===== config.mk =====
export PLATFORM = sky130hd
export DESIGN_NAME = pcls_cfg_slice
export DESIGN_NICKNAME = d
export VERILOG_FILES = /design/src/pcls_pkg.sv /design/src/pcls_quad_swap.sv /design/src/pcls_cfg_slice.sv
export VERILOG_INCLUDE_DIRS = /design/src
export SDC_FILE = /design/constraint.sdc
export NUM_CORES = 1
export LEC_CHECK = 0
export BUFFER_PORTS_ARGS = -buffer_cell sky130_fd_sc_hd__clkbuf_2
export CORE_ASPECT_RATIO = 0.7
export CORE_MARGIN = 2
export CORE_UTILIZATION = 41
export DETAILED_ROUTE_END_ITERATION = 8
export MAX_ROUTING_LAYER = met4
export PLACE_DENSITY = 0.8
export SETUP_SLACK_MARGIN = 0.1
export SYNTH_ARGS = -nofsm -noshare
export SYNTH_HDL_FRONTEND = slang
export SYNTH_SLANG_ARGS = --single-unit
export TNS_END_PERCENT = 50

===== constraint.sdc =====
create_clock -name clk_i -period 1.11 [get_ports clk_i]
set_input_delay 0.222 -clock clk_i [delete_from_list [all_inputs] [get_ports clk_i]]
set_output_delay 0.222 -clock clk_i [all_outputs]
set_load 0.03 [all_outputs]

===== src/pcls_map.svh =====
// Offsets, field positions and reset values of the configuration slice.
// Assumes byte addresses of 32-bit configuration dwords from the host port.
`ifndef PCLS_MAP_SVH
`define PCLS_MAP_SVH

// Dword byte addresses
`define PCLS_DW_LATENCY      8'h3c
`define PCLS_DW_ENDIAN       8'h40
`define PCLS_DW_CAPHDR       8'h44

// Printed register offsets
`define PCLS_OFF_LATENCY     8'h3e
`define PCLS_OFF_ENDIAN      8'h40
`define PCLS_OFF_CAPHDR      8'h44

// Burst latency hint layout and default
`define PCLS_LAT_RESET       16'h0402
`define PCLS_LAT_MAXLAT_HI   15
`define PCLS_LAT_MAXLAT_LO   8
`define PCLS_LAT_MINGNT_HI   7
`define PCLS_LAT_MINGNT_LO   0

// Endian control layout and reset
`define PCLS_END_SWAP_BIT    0
`define PCLS_END_RESET       1'h0
`define PCLS_END_SWAP_LANE   0
`define PCLS_END_RSVD_ZERO   31'h00000000

// Capability header contents
`define PCLS_CAP_KIND_CODE   8'h01
`define PCLS_CAP_NEXT_PTR    8'h00

// Misc widths and constants
`define PCLS_ZERO16          16'h0000
`define PCLS_ZERO32          32'h00000000
`define PCLS_DW_ADDR_MASK    8'hfc

`endif


===== src/pcls_pkg.sv =====
// Types of the configuration slice.
// Assumes nothing beyond the map header.
package pcls_pkg;
	typedef logic [31:0] pcls_dword_t;
	typedef logic [15:0] pcls_half_t;
	typedef logic [7:0]  pcls_addr_t;
	typedef logic [3:0]  pcls_be_t;
	typedef enum logic [0:0] {
		PCLS_LOAD_WAIT = 1'b0,
		PCLS_LOAD_DONE = 1'b1
	} pcls_load_t;
endpackage


===== src/pcls_quad_swap.sv =====
// Quadlet byte swapper with a registered output stage.
// Assumes the caller selects swapping per quadlet through swap_i.
`include "pcls_map.svh"
`timescale 1ns/1ps
module pcls_quad_swap (
	input  wire logic             clk_i,   // System clock
	input  wire logic             rst_i,   // Synchronous reset
	input  wire logic             swap_i,  // Swap enable
	input  wire logic             valid_i, // Quadlet present
	input  wire pcls_pkg::pcls_dword_t data_i,  // Quadlet in
	output logic                  valid_o, // Quadlet out valid
	output pcls_pkg::pcls_dword_t data_o   // Quadlet out
);
	import pcls_pkg::*;

	// Reverse the four bytes of a quadlet
	function automatic pcls_dword_t swap_bytes(input pcls_dword_t d);
		swap_bytes = {d[7:0], d[15:8], d[23:16], d[31:24]};
	endfunction

	// Registered valid
	always_ff @(posedge clk_i) begin
		if (rst_i) begin
			valid_o <= 1'b0;
		end else begin
			valid_o <= valid_i;
		end
	end

	// Registered data, swapped on demand
	always_ff @(posedge clk_i) begin
		if (rst_i) begin
			data_o <= `PCLS_ZERO32;
		end else if (valid_i) begin
			data_o <= swap_i ? swap_bytes(data_i) : data_i;
		end
	end
endmodule


===== src/pcls_cfg_slice.sv =====
// Configuration slice: latency hint, endian control and capability header,
// plus the byte swap on the quadlet data path.
// Assumes one-clock configuration requests and EEPROM words on the same clock.
// Assumes the EEPROM reader hands over the hint word as a single strobe.
// Assumes the host uses dword byte addresses with byte enables.
`include "pcls_map.svh"
`timescale 1ns/1ps

// Behaviour
// - With an EEPROM present, the latency hint is filled from EEPROM data after reset.
// - Without an EEPROM, the latency hint reads its default 0402h.
// - Bits 15 to 8 of the hint give maximum latency, read-only to the host.
// - Bits 7 to 0 of the hint give minimum grant, read-only to the host.
// - With the swap bit set, every quadlet through the data path is byte-swapped.
// - Bits 31 to 1 of the endian control register always read zero.
// - The capability header low byte always reads 01h.
// - The capability header high byte always reads 00h.
module pcls_cfg_slice (
	input  wire logic                  clk_i,         // System clock, 125 MHz
	input  wire logic                  rst_i,         // Global reset, sync high
	input  wire logic                  cfg_req_i,     // Config access request
	input  wire logic                  cfg_we_i,      // Write when high
	input  wire pcls_pkg::pcls_addr_t  cfg_addr_i,    // Byte address
	input  wire pcls_pkg::pcls_be_t    cfg_be_i,      // Byte enables, high active
	input  wire pcls_pkg::pcls_dword_t cfg_wdata_i,   // Write data
	output logic                       cfg_ack_o,     // Access done pulse
	output pcls_pkg::pcls_dword_t      cfg_rdata_o,   // Read data
	input  wire logic                  ee_present_i,  // EEPROM detected
	input  wire logic                  ee_valid_i,    // EEPROM hint word strobe
	input  wire pcls_pkg::pcls_half_t  ee_data_i,     // EEPROM hint word
	output logic                       ee_loaded_o,   // Hint load finished
	output logic                       swap_en_o,     // Swap bit state
	input  wire logic                  wr_valid_i,    // Host write quadlet valid
	input  wire pcls_pkg::pcls_dword_t wr_data_i,     // Host write quadlet
	output logic                       wr_valid_o,    // Quadlet to core valid
	output pcls_pkg::pcls_dword_t      wr_data_o,     // Quadlet to core
	input  wire logic                  rd_valid_i,    // Core read quadlet valid
	input  wire pcls_pkg::pcls_dword_t rd_data_i,     // Core read quadlet
	output logic                       rd_valid_o,    // Quadlet to host valid
	output pcls_pkg::pcls_dword_t      rd_data_o      // Quadlet to host
);
	import pcls_pkg::*;

	// Stored state
	// Only the swap bit, the hint, the load phase, the ack, the read data and the two quadlet swap stages hold state here; the rest is fixed
	pcls_half_t  lat_q;       // Burst latency hint
	logic        swap_q;      // Byte swap enable
	pcls_load_t  load_q;      // EEPROM load phase
	pcls_load_t  load_d;      // Next load phase

	// Decoded access
	pcls_addr_t  dw_addr;     // Dword address of the request
	logic        hit_endian;  // Request targets endian control
	logic        rd_req;      // Read request this edge
	logic        wr_req;      // Write request this edge
	logic        swap_wr;     // Write reaches the swap bit

	// EEPROM side
	logic        ee_take;     // Hint word accepted this edge

	// Read word images
	logic [7:0]  max_latency; // Hint upper byte
	logic [7:0]  min_grant;   // Hint lower byte
	pcls_dword_t hint_word;   // Latency dword image
	pcls_dword_t endian_word; // Endian control image
	pcls_dword_t cap_word;    // Capability header image
	pcls_dword_t rdata_d;     // Selected read word

	// Align to the dword holding the register
	function automatic pcls_addr_t dword_of(input pcls_addr_t a);
		dword_of = a & `PCLS_DW_ADDR_MASK;
	endfunction

	// Put a half word in the upper half of a dword
	function automatic pcls_dword_t upper_half(input pcls_half_t h);
		upper_half = {h, `PCLS_ZERO16};
	endfunction

	// Put a half word in the lower half of a dword
	function automatic pcls_dword_t lower_half(input pcls_half_t h);
		lower_half = {`PCLS_ZERO16, h};
	endfunction

	// Dword decode; the low address bits are masked off and ignored
	// Byte enables, not address bits, pick the lanes inside a dword
	assign dw_addr    = dword_of(cfg_addr_i);
	assign hit_endian = (dw_addr == `PCLS_DW_ENDIAN);

	// Access kind
	assign rd_req = cfg_req_i && !cfg_we_i;
	assign wr_req = cfg_req_i && cfg_we_i;

	// Only byte lane 0 holds a writable bit; other writes are dropped
	assign swap_wr = wr_req && hit_endian && cfg_be_i[`PCLS_END_SWAP_LANE];

	// A word counts only once, while the load is still pending
	// Without an EEPROM the default stays and nothing is taken
	assign ee_take = (load_q == PCLS_LOAD_WAIT) && ee_present_i && ee_valid_i;

	// EEPROM load sequencing after reset
	always_comb begin
		load_d = load_q;
		unique case (load_q)
			PCLS_LOAD_WAIT: begin
				if (!ee_present_i || ee_valid_i) begin
					load_d = PCLS_LOAD_DONE;
				end
			end
			PCLS_LOAD_DONE: begin
				load_d = PCLS_LOAD_DONE;
			end
		endcase
	end

	always_ff @(posedge clk_i) begin
		if (rst_i) begin
			load_q <= PCLS_LOAD_WAIT;
		end else begin
			load_q <= load_d;
		end
	end

	assign ee_loaded_o = (load_q == PCLS_LOAD_DONE);

	// Latency hint: default, then EEPROM word; host never writes it
	// A late word after the load phase is ignored until the next reset
	always_ff @(posedge clk_i) begin
		if (rst_i) begin
			lat_q <= `PCLS_LAT_RESET;
		end else if (ee_take) begin
			lat_q <= ee_data_i;
		end
	end

	// Hint fields as the host sees them
	assign max_latency = lat_q[`PCLS_LAT_MAXLAT_HI:`PCLS_LAT_MAXLAT_LO];
	assign min_grant   = lat_q[`PCLS_LAT_MINGNT_HI:`PCLS_LAT_MINGNT_LO];
	assign hint_word   = upper_half({max_latency, min_grant});

	// Endian control: only the swap bit is writable
	// A change applies to quadlets taken after the write edge
	always_ff @(posedge clk_i) begin
		if (rst_i) begin
			swap_q <= `PCLS_END_RESET;
		end else if (swap_wr) begin
			swap_q <= cfg_wdata_i[`PCLS_END_SWAP_BIT];
		end
	end

	// Swap state to the outside
	assign swap_en_o = swap_q;

	// Reserved control bits tie low
	assign endian_word = {`PCLS_END_RSVD_ZERO, swap_q};

	// Capability header: fixed kind code, end of the list
	assign cap_word = lower_half({`PCLS_CAP_NEXT_PTR, `PCLS_CAP_KIND_CODE});

	// Read multiplexer; unmapped dwords read zero
	// Upper half of the capability dword belongs to logic outside this slice
	always_comb begin
		rdata_d = `PCLS_ZERO32;
		unique case (dw_addr)
			`PCLS_DW_LATENCY: begin
				rdata_d = hint_word;
			end
			`PCLS_DW_ENDIAN: begin
				rdata_d = endian_word;
			end
			`PCLS_DW_CAPHDR: begin
				rdata_d = cap_word;
			end
			default: begin
				rdata_d = `PCLS_ZERO32;
			end
		endcase
	end

	// Answer every access one cycle later, writes included
	// Dropped writes are still answered so the host never stalls
	always_ff @(posedge clk_i) begin
		if (rst_i) begin
			cfg_ack_o <= 1'b0;
		end else begin
			cfg_ack_o <= cfg_req_i;
		end
	end

	// Read data holds until the next read
	// Writes leave it alone so the last read stays visible
	always_ff @(posedge clk_i) begin
		if (rst_i) begin
			cfg_rdata_o <= `PCLS_ZERO32;
		end else if (rd_req) begin
			cfg_rdata_o <= rdata_d;
		end
	end

	// Write direction swap, host towards core
	// Both directions share one swap bit, so the host sees one byte order
	pcls_quad_swap u_wr_swap (
		.clk_i   (clk_i),
		.rst_i   (rst_i),
		.swap_i  (swap_q),
		.valid_i (wr_valid_i),
		.data_i  (wr_data_i),
		.valid_o (wr_valid_o),
		.data_o  (wr_data_o)
	);

	// Read direction swap
	pcls_quad_swap u_rd_swap (
		.clk_i   (clk_i),
		.rst_i   (rst_i),
		.swap_i  (swap_q),
		.valid_i (rd_valid_i),
		.data_i  (rd_data_i),
		.valid_o (rd_valid_o),
		.data_o  (rd_data_o)
	);
endmodule


==> metrics.txt, run 1 <==
# TYPE chip_impl_metric gauge
chip_impl_metric{name="peakVddDrop",unit="mV"} 0.9142
chip_impl_metric{name="initialDrtViolationCount",unit=""} 227
chip_impl_info{name="leading_cell_type_by_number_of_instances_after_synthesis",value="dfxtp_1"} 1
chip_impl_metric{name="power.share.combinational",unit="%"} 21.0
chip_impl_metric{name="io-pin-count",unit=""} 233
chip_impl_info{name="holdCritPathClass",value="primary input to register"} 1
chip_impl_metric{name="dr.pass1.iters",unit=""} 5
chip_impl_info{name="synthTopCellsByCount",value="102 x dfxtp_1, 65 x nor2_1, 64 x a211oi_1, 64 x mux2i_1, 49 x nand2_1"} 1
chip_impl_metric{name="power_per_cell_area",unit="nW/um^2"} 1254
chip_impl_info{name="cp-start-kind",value="register"} 1
chip_impl_info{name="whs_endpoint",value="lat_q[3]"} 1
chip_impl_metric{name="grt_start_max_net_pins",unit=""} 48
chip_impl_metric{name="antenna_violations_before_repair",unit=""} 0
chip_impl_metric{name="setup.reg_to_reg.worst_slack",unit="ns"} -0.19
chip_impl_info{name="rsz0062_at_grt",value="true"} 1
chip_impl_metric{name="instances_no_fill",unit=""} 801
chip_impl_metric{name="clkSlewWorstSetupHoldPaths",unit="ns"} 0.07
chip_impl_metric{name="synth_seq_area_share",unit="%"} 46.78
chip_impl_metric{name="detailed_place_hpwl",unit="mm"} 8.379
chip_impl_metric{name="ys_types",unit=""} 27
chip_impl_metric{name="synth_async_sr_flop_share",unit="%"} 0
chip_impl_metric{name="max_cap_viol_count",unit=""} 0
chip_impl_info{name="tritoncts",value="built"} 1
chip_impl_metric{name="globalplace.congestion",unit=""} 0.7966
chip_impl_info{name="r2r_start",value="swap_en_o"} 1
chip_impl_metric{name="worstHoldPathCells",unit=""} 3
chip_impl_metric{name="yosys.area.top_type_share",unit="%"} 46.78
chip_impl_metric{name="design.final.nets",unit=""} 796
chip_impl_info{name="outcome",value="complete, but fails checks"} 1
chip_impl_info{name="ys_dominant_reg_cell",value="dfxtp_1"} 1
chip_impl_metric{name="syn_avg_cell_area",unit="um^2"} 9.288
chip_impl_metric{name="core_outline_area",unit="um^2"} 10360
chip_impl_info{name="worstHoldStart",value="ee_data_i[3]"} 1
chip_impl_metric{name="p_switching",unit="mW"} 2.584
chip_impl_metric{name="drt.antenna.violating_nets",unit=""} 0
chip_impl_info{name="timing_worst_setup_path_type",value="register to register"} 1
chip_impl_metric{name="totalWireLength",unit="mm"} 14.21
chip_impl_metric{name="routed_via_density",unit=""} 5.332
chip_impl_metric{name="placed_cells",unit=""} 761
chip_impl_metric{name="final.hold.worst_slack",unit="ns"} 0.1082
chip_impl_metric{name="internal-power",unit="mW"} 6.434
chip_impl_metric{name="clock-sinks",unit=""} 102
chip_impl_metric{name="sequentialPowerShare",unit="%"} 45.1
chip_impl_metric{name="rows",unit=""} 31
chip_impl_metric{name="timing.final.crit_share",unit="%"} 117.3
chip_impl_metric{name="finalClockSkew",unit="ns"} 0.005145
chip_impl_info{name="yosys-top-cells-area",value="dfxtp_1 47%, mux2i_1 15%, a211oi_1 11%"} 1
chip_impl_metric{name="fillers",unit=""} 729
chip_impl_metric{name="routedWlPerCell",unit="um"} 17.74
chip_impl_info{name="violations",value="negative setup slack"} 1
chip_impl_info{name="synth.largest_area_cell",value="dfxtp_1"} 1
chip_impl_metric{name="p_clk_share",unit="%"} 33.8
chip_impl_metric{name="setup_viol",unit=""} 62
chip_impl_metric{name="cp.arrival",unit="ns"} 1.53
chip_impl_metric{name="numCtsBuffers",unit=""} 9
chip_impl_metric{name="worst-endpoint-required",unit="ns"} 1.34
chip_impl_metric{name="grt_overflow_total",unit=""} 0
chip_impl_metric{name="final_ws_setup",unit="ns"} -0.1926
chip_impl_metric{name="overall_via_count_from_detail_route",unit=""} 4271
chip_impl_metric{name="layout-area-overhead-vs-synth",unit="%"} 64.69
chip_impl_metric{name="crit_fanout",unit=""} 8
chip_impl_metric{name="period_minus_slack",unit="ns"} 1.303
chip_impl_metric{name="diodes",unit=""} 0
chip_impl_metric{name="ys_seq_elements",unit=""} 102
chip_impl_metric{name="die_height",unit="um"} 90.33
chip_impl_metric{name="power_switching_share",unit="%"} 28.66
chip_impl_metric{name="horizontal_extent_of_the_die",unit="um"} 127.3
chip_impl_metric{name="slew_viol_final",unit=""} 0
chip_impl_metric{name="design.die.area",unit="um^2"} 11500
chip_impl_metric{name="number_of_enable_flip_flop_cells_after_synthesis",unit=""} 0
chip_impl_metric{name="pre_cts_slack",unit="ns"} -0.1398
chip_impl_metric{name="cell_area_synth",unit="um^2"} 4365
chip_impl_metric{name="post-layout-total-power",unit="mW"} 9.018
chip_impl_metric{name="worstRegToRegCells",unit=""} 5
chip_impl_metric{name="post-route-drc-count",unit=""} 0
chip_impl_metric{name="initial_utilization",unit="%"} 42.15
chip_impl_metric{name="number_of_global_route_vias_before_repair",unit=""} 4166
chip_impl_metric{name="placedInstanceArea",unit="um^2"} 5441
chip_impl_metric{name="h-tree-depth",unit=""} 3
chip_impl_metric{name="power_leakage",unit="nW"} 2.890
chip_impl_metric{name="synth.yosys.warnings",unit=""} 0
chip_impl_info{name="reg2reg_to",value="u_rd_swap.data_o[17]"} 1
chip_impl_info{name="end_kind",value="register"} 1
chip_impl_metric{name="final-hold-violation-count",unit=""} 0
chip_impl_metric{name="grt_first_pass_wirelength",unit="mm"} 20.83
chip_impl_metric{name="clockBufferDepth",unit=""} 2
chip_impl_metric{name="layout.cell_area.non_filler",unit="um^2"} 7189
chip_impl_metric{name="clk-insertion-delay-late",unit="ns"} 0.34
chip_impl_metric{name="port-buffer-count",unit=""} 181
chip_impl_metric{name="synthCells",unit=""} 470
chip_impl_metric{name="peak_freq",unit="MHz"} 767.7
chip_impl_metric{name="global_routing_usage_summed_across_all_routing_layers",unit="%"} 23.11
chip_impl_info{name="cts_root_buffer",value="clkbuf_16"} 1
chip_impl_metric{name="post_route_cells_drive_above_1_share",unit="%"} 55.90
==> power by group through the flow <==
stage               sequential, mW  combinational [mW]  clock (mW)
finish                        4.07                1.90        3.05
global route                  4.09                2.00        3.27
CTS                           4.02                1.68        3.15
detailed placement            4.04                1.38           0
global placement              4.03                1.35           0
floorplan                     4.38               0.548           0
==> area by class of cell <==
type / count / area [um^2] / area share, %
sequential: 102 / 2150 / 29.90
timing repair buffer: 228 / 2347 / 32.65
inverter: 1 / 3.754 / 0.05221
tap: 132 / 165.2 / 2.297
clock inverter: 6 / 41.29 / 0.5743
clock buffer: 10 / 250.2 / 3.481
multi-input combinational: 322 / 2232 / 31.05
==> metal layers <==
layer  vias up  wire length, um  global-route usage [%]
met2       184             7420                   39.71
met4         0              361                   7.692
met1      2027             5585                   26.26
met5         -                0                       -
li1       2024                -                       -
met3        36              840                   5.983
==> cell families after synthesis <==
kind of cell	synth area share, %
simple gates	14.59
flops	46.78
compound gates	15.08
mux	14.67
buf+inv	8.799
other cells	0.08590
==> critical path: stages (launching register included) <==
cell	delay (ns)
dfxtp_4	0.36
buf_12	0.13
buf_12	0.14
buf_16	0.15
mux2i_1	0.12
a211oi_1	0.29
==> flip-flops by register name, indices dropped and copies added, names as in the netlist <==
| name | count |
|---|---|
| cfg_rdata_o | 17 |
| u_rd_swap.data_o | 32 |
| lat_q | 16 |
| swap_en_o | 1 |
| u_wr_swap.data_o | 32 |
| u_rd_swap.valid_o | 1 |
| u_wr_swap.valid_o | 1 |
| cfg_ack_o | 1 |
| ee_loaded_o | 1 |
==> placed cells by master (no fill, tap or decap), drive strengths merged <==
| master | netlist | routed |
|---|---|---|
| nor4bb | 1 | 1 |
| a211oi | 64 | 64 |
| nand2b | 1 | 1 |
| nand2 | 49 | 49 |
| mux2i | 64 | 64 |
| o2111ai | 1 | 1 |
| nor3b | 1 | 1 |
| buf | 33 | 129 |
| and2 | 1 | 1 |
| clkbuf | 26 | 109 |
| dfxtp | 102 | 102 |
| nand3b | 3 | 3 |
| inv | 1 | 3 |
| nor4 | 1 | 1 |
| conb | 1 | 15 |
| nor2 | 65 | 65 |
| a31o | 1 | 1 |
| and3b | 1 | 1 |
| clkinv | 0 | 4 |
| nor2b | 4 | 4 |
| nand4 | 17 | 17 |
| a21oi | 32 | 32 |
| and4b | 1 | 1 |
==> how the worst max path moves through the flow <==
stage              start              endpoint  slack (ns)
2_1_floorplan  swap_en_o  u_wr_swap.data_o[22]       -0.05
3_3_place_gp   swap_en_o  u_rd_swap.data_o[24]       -0.09
3_5_place_dp   swap_en_o  u_rd_swap.data_o[24]       -0.14
4_1_cts        swap_en_o  u_rd_swap.data_o[17]       -0.12
5_1_grt        swap_en_o  u_rd_swap.data_o[17]       -0.23
6_report       swap_en_o  u_rd_swap.data_o[17]       -0.19
==> stage by stage <==
| step | setup TNS, ns | util [%] |
|---|---|---|
| after floorplan | -1.727 | - |
| after global placement | -1.366 | 52.54 |
| after detailed placement | -1.354 | 52.54 |
| after CTS | -3.691 | 65.06 |
| after global routing | -8.512 | 69.42 |
| final | -5.750 | 69.42 |
==> timing repair <==
item	4_1_cts	5_1_grt
hold buffers	0	0
hold endpoints to repair	0	0
cloned	0	1
endpoints found under the setup margin	152	164
gates resized for setup	256	142
pin swaps	20	22
setup buffers	13	10
No activity file was read; power rests on OpenSTA's default activity.
==> run 2, diff against run 1 <==
--- a/config.mk
+++ b/config.mk
@@ -7,7 +7,7 @@
 export NUM_CORES = 1
 export LEC_CHECK = 0
 export BUFFER_PORTS_ARGS = -buffer_cell sky130_fd_sc_hd__clkbuf_2
-export CORE_ASPECT_RATIO = 0.7
+export CORE_ASPECT_RATIO = 1.1
 export CORE_MARGIN = 2
 export CORE_UTILIZATION = 41
 export DETAILED_ROUTE_END_ITERATION = 8
==> metrics.txt, run 2 (synthesis gave the netlist of run 1 again) <==
# TYPE chip_impl_metric gauge
chip_impl_info{name="outcome",value="complete, but fails checks"} 1
chip_impl_info{name="violations",value="negative setup slack"} 1
chip_impl_info{name="layout.cells.most_common_list",value="94 x clkbuf_2, 88 x buf_8, 84 x dfxtp_2"} 1
chip_impl_metric{name="number_of_global_route_vias_before_repair",unit=""} 4170
chip_impl_metric{name="routedWlPerCell",unit="um"} 17.11
chip_impl_metric{name="grt_first_pass_wirelength",unit="mm"} 20.38
chip_impl_metric{name="global_route.usage.met1",unit="%"} 25.91
chip_impl_info{name="worstHoldStart",value="ee_data_i[6]"} 1
chip_impl_info{name="cp-start-kind",value="register"} 1
chip_impl_metric{name="placedInstanceArea",unit="um^2"} 5423
chip_impl_metric{name="clkSlewWorstSetupHoldPaths",unit="ns"} 0.07
chip_impl_metric{name="horizontal_extent_of_the_die",unit="um"} 102.4
chip_impl_info{name="cts_root_buffer",value="clkbuf_16"} 1
chip_impl_metric{name="max_cap_viol_count",unit=""} 0
chip_impl_metric{name="setup_viol",unit=""} 46
chip_impl_metric{name="totalWireLength",unit="mm"} 14.01
chip_impl_metric{name="power_leakage",unit="nW"} 3.013
chip_impl_metric{name="finalClockSkew",unit="ns"} 0.006717
chip_impl_info{name="timing_worst_setup_path_type",value="register to register"} 1
chip_impl_metric{name="worstHoldPathCells",unit=""} 3
chip_impl_metric{name="h-tree-depth",unit=""} 3
chip_impl_metric{name="final-hold-violation-count",unit=""} 0
chip_impl_metric{name="period_minus_slack",unit="ns"} 1.220
chip_impl_metric{name="numCtsBuffers",unit=""} 9
chip_impl_metric{name="peak_freq",unit="MHz"} 819.6
chip_impl_metric{name="peakVddDrop",unit="mV"} 0.9720
chip_impl_info{name="whs_endpoint",value="lat_q[6]"} 1
chip_impl_metric{name="drt.antenna.violating_nets",unit=""} 0
chip_impl_metric{name="die_height",unit="um"} 112.2
chip_impl_metric{name="overall_via_count_from_detail_route",unit=""} 4337
chip_impl_info{name="reg2reg_to",value="u_wr_swap.data_o[28]"} 1
chip_impl_info{name="rsz0062_at_grt",value="true"} 1
chip_impl_metric{name="initial_utilization",unit="%"} 42.00
chip_impl_metric{name="met2_usage",unit="%"} 40.44
chip_impl_metric{name="tns",unit="ns"} -1.300
chip_impl_metric{name="globalplace.congestion",unit=""} 0.7827
chip_impl_metric{name="slew_viol_final",unit=""} 0
chip_impl_metric{name="dr.pass1.iters",unit=""} 4
chip_impl_metric{name="diodes",unit=""} 0
chip_impl_metric{name="post_route_cells_drive_above_1_share",unit="%"} 58.28
chip_impl_info{name="r2r_start",value="swap_en_o"} 1
chip_impl_metric{name="layout.cell_area.non_filler",unit="um^2"} 7421
chip_impl_metric{name="cp.arrival",unit="ns"} 1.43
chip_impl_metric{name="grt_start_max_net_pins",unit=""} 48
chip_impl_info{name="reg.largest.list",value="u_rd_swap.data_o: 32 flops, u_wr_swap.data_o: 32 flops, cfg_rdata_o: 17 flops"} 1
chip_impl_info{name="end_kind",value="register"} 1
chip_impl_metric{name="antenna_violations_before_repair",unit=""} 0
chip_impl_metric{name="clock-sinks",unit=""} 102
chip_impl_metric{name="initialDrtViolationCount",unit=""} 120
chip_impl_metric{name="post-route-drc-count",unit=""} 0
chip_impl_metric{name="io-pin-count",unit=""} 233
chip_impl_info{name="final_common_cell",value="clkbuf_2"} 1
chip_impl_metric{name="setup.reg_to_reg.worst_slack",unit="ns"} -0.11
chip_impl_metric{name="timing.final.crit_share",unit="%"} 109.9
chip_impl_metric{name="rows",unit=""} 39
chip_impl_info{name="holdCritPathClass",value="primary input to register"} 1
chip_impl_metric{name="clockBufferDepth",unit=""} 2
chip_impl_info{name="globalRoute.busiestLayer",value="met2"} 1
chip_impl_metric{name="cts_hold_repair.buffers",unit=""} 0
chip_impl_metric{name="detailed_place_hpwl",unit="mm"} 8.148
chip_impl_metric{name="worstRegToRegCells",unit=""} 4
chip_impl_metric{name="power_per_cell_area",unit="nW/um^2"} 1287
chip_impl_metric{name="port-buffer-count",unit=""} 181
chip_impl_metric{name="clk-insertion-delay-late",unit="ns"} 0.34
chip_impl_metric{name="design.final.nets",unit=""} 803
chip_impl_metric{name="pre_cts_slack",unit="ns"} -0.1356
chip_impl_metric{name="routed_via_density",unit=""} 5.295
chip_impl_metric{name="crit_fanout",unit=""} 8
chip_impl_info{name="tritoncts",value="built"} 1
chip_impl_metric{name="met3_usage",unit="%"} 4.483
chip_impl_metric{name="worst-endpoint-required",unit="ns"} 1.32
chip_impl_metric{name="design.die.area",unit="um^2"} 11490
chip_impl_metric{name="core_outline_area",unit="um^2"} 10390
chip_impl_metric{name="layout-area-overhead-vs-synth",unit="%"} 69.99
chip_impl_metric{name="global_routing_usage_summed_across_all_routing_layers",unit="%"} 23.05
chip_impl_metric{name="final_ws_setup",unit="ns"} -0.1101
chip_impl_metric{name="grt_overflow_total",unit=""} 0
run 2: changes by cell type in the layout (fill, tap and decap cells not counted), sizes merged:
| cell | change |
|---|---|
| buf | +8 |
| bufinv | +2 |
| clkbuf | +1 |
| clkinv | -4 |
| clkinvlp | +1 |
| inv | -1 |
run 2: cell type report:
class / count / area (um^2)
fill: 678 / 2973
timing repair buffer: 235 / 2420
multi-input combinational: 322 / 2321
sequential: 102 / 2155
clock buffer: 12 / 266.5
tap: 143 / 178.9
clock inverter: 4 / 76.32
inverter: 1 / 3.754
run 2: what timing repair did:
| item | in CTS | in global routing |
|---|---|---|
| setup endpoints to repair | 153 | 177 |
| setup buffers | 15 | 11 |
| cloned | 2 | 4 |
| pin swaps | 29 | 23 |
| resized for setup | 275 | 146 |
run 2: through the flow:
stage	std cells	hold slack, ns	util, %	power [mW]
floorplan	484	0.3448	-	4.928
global placement	771	0.4393	52.17	5.373
detailed placement	771	0.4441	52.17	5.416
CTS	804	0.09858	66.25	9.315
global route	819	0.1065	71.40	9.889
finish	819	0.1140	71.40	9.547
run 2: how the worst max path moves through the flow:
stage                       start                   end  depth (start not counted)  slack (ns)
floorplan               swap_en_o  u_wr_swap.data_o[22]                          5       -0.05
global placement    cfg_addr_i[7]       cfg_rdata_o[17]                          5       -0.05
detailed placement  cfg_addr_i[7]       cfg_rdata_o[19]                          5       -0.14
CTS                     swap_en_o             swap_en_o                          2       -0.11
global route            swap_en_o  u_wr_swap.data_o[17]                          4       -0.17
finish                  swap_en_o  u_wr_swap.data_o[28]                          4       -0.11
run 2: where the power goes:
| group | leakage [nW] | internal [mW] | switching [mW] | total, mW |
|---|---|---|---|---|
| Combinational | 1.98 | 0.912 | 1.03 | 1.95 |
| Clock | 0.165 | 2.17 | 1.36 | 3.53 |
| Sequential | 0.870 | 3.90 | 0.178 | 4.07 |
run 2: per-layer routing:
layer  part of all wire [%]  wire [um]  up-vias
li1                       -          -     2032
met1                     37       5233     2100
met2                     54       7556      174
met3                    6.1        852       31
met4                    2.6        371        0
met5                      0          0        -
run 2: worst max-delay path: stages, from the launching register on:
cell	delay, ns
dfxtp_4	0.39
buf_8	0.16
buf_12	0.16
mux2i_4	0.27
a211oi_2	0.11
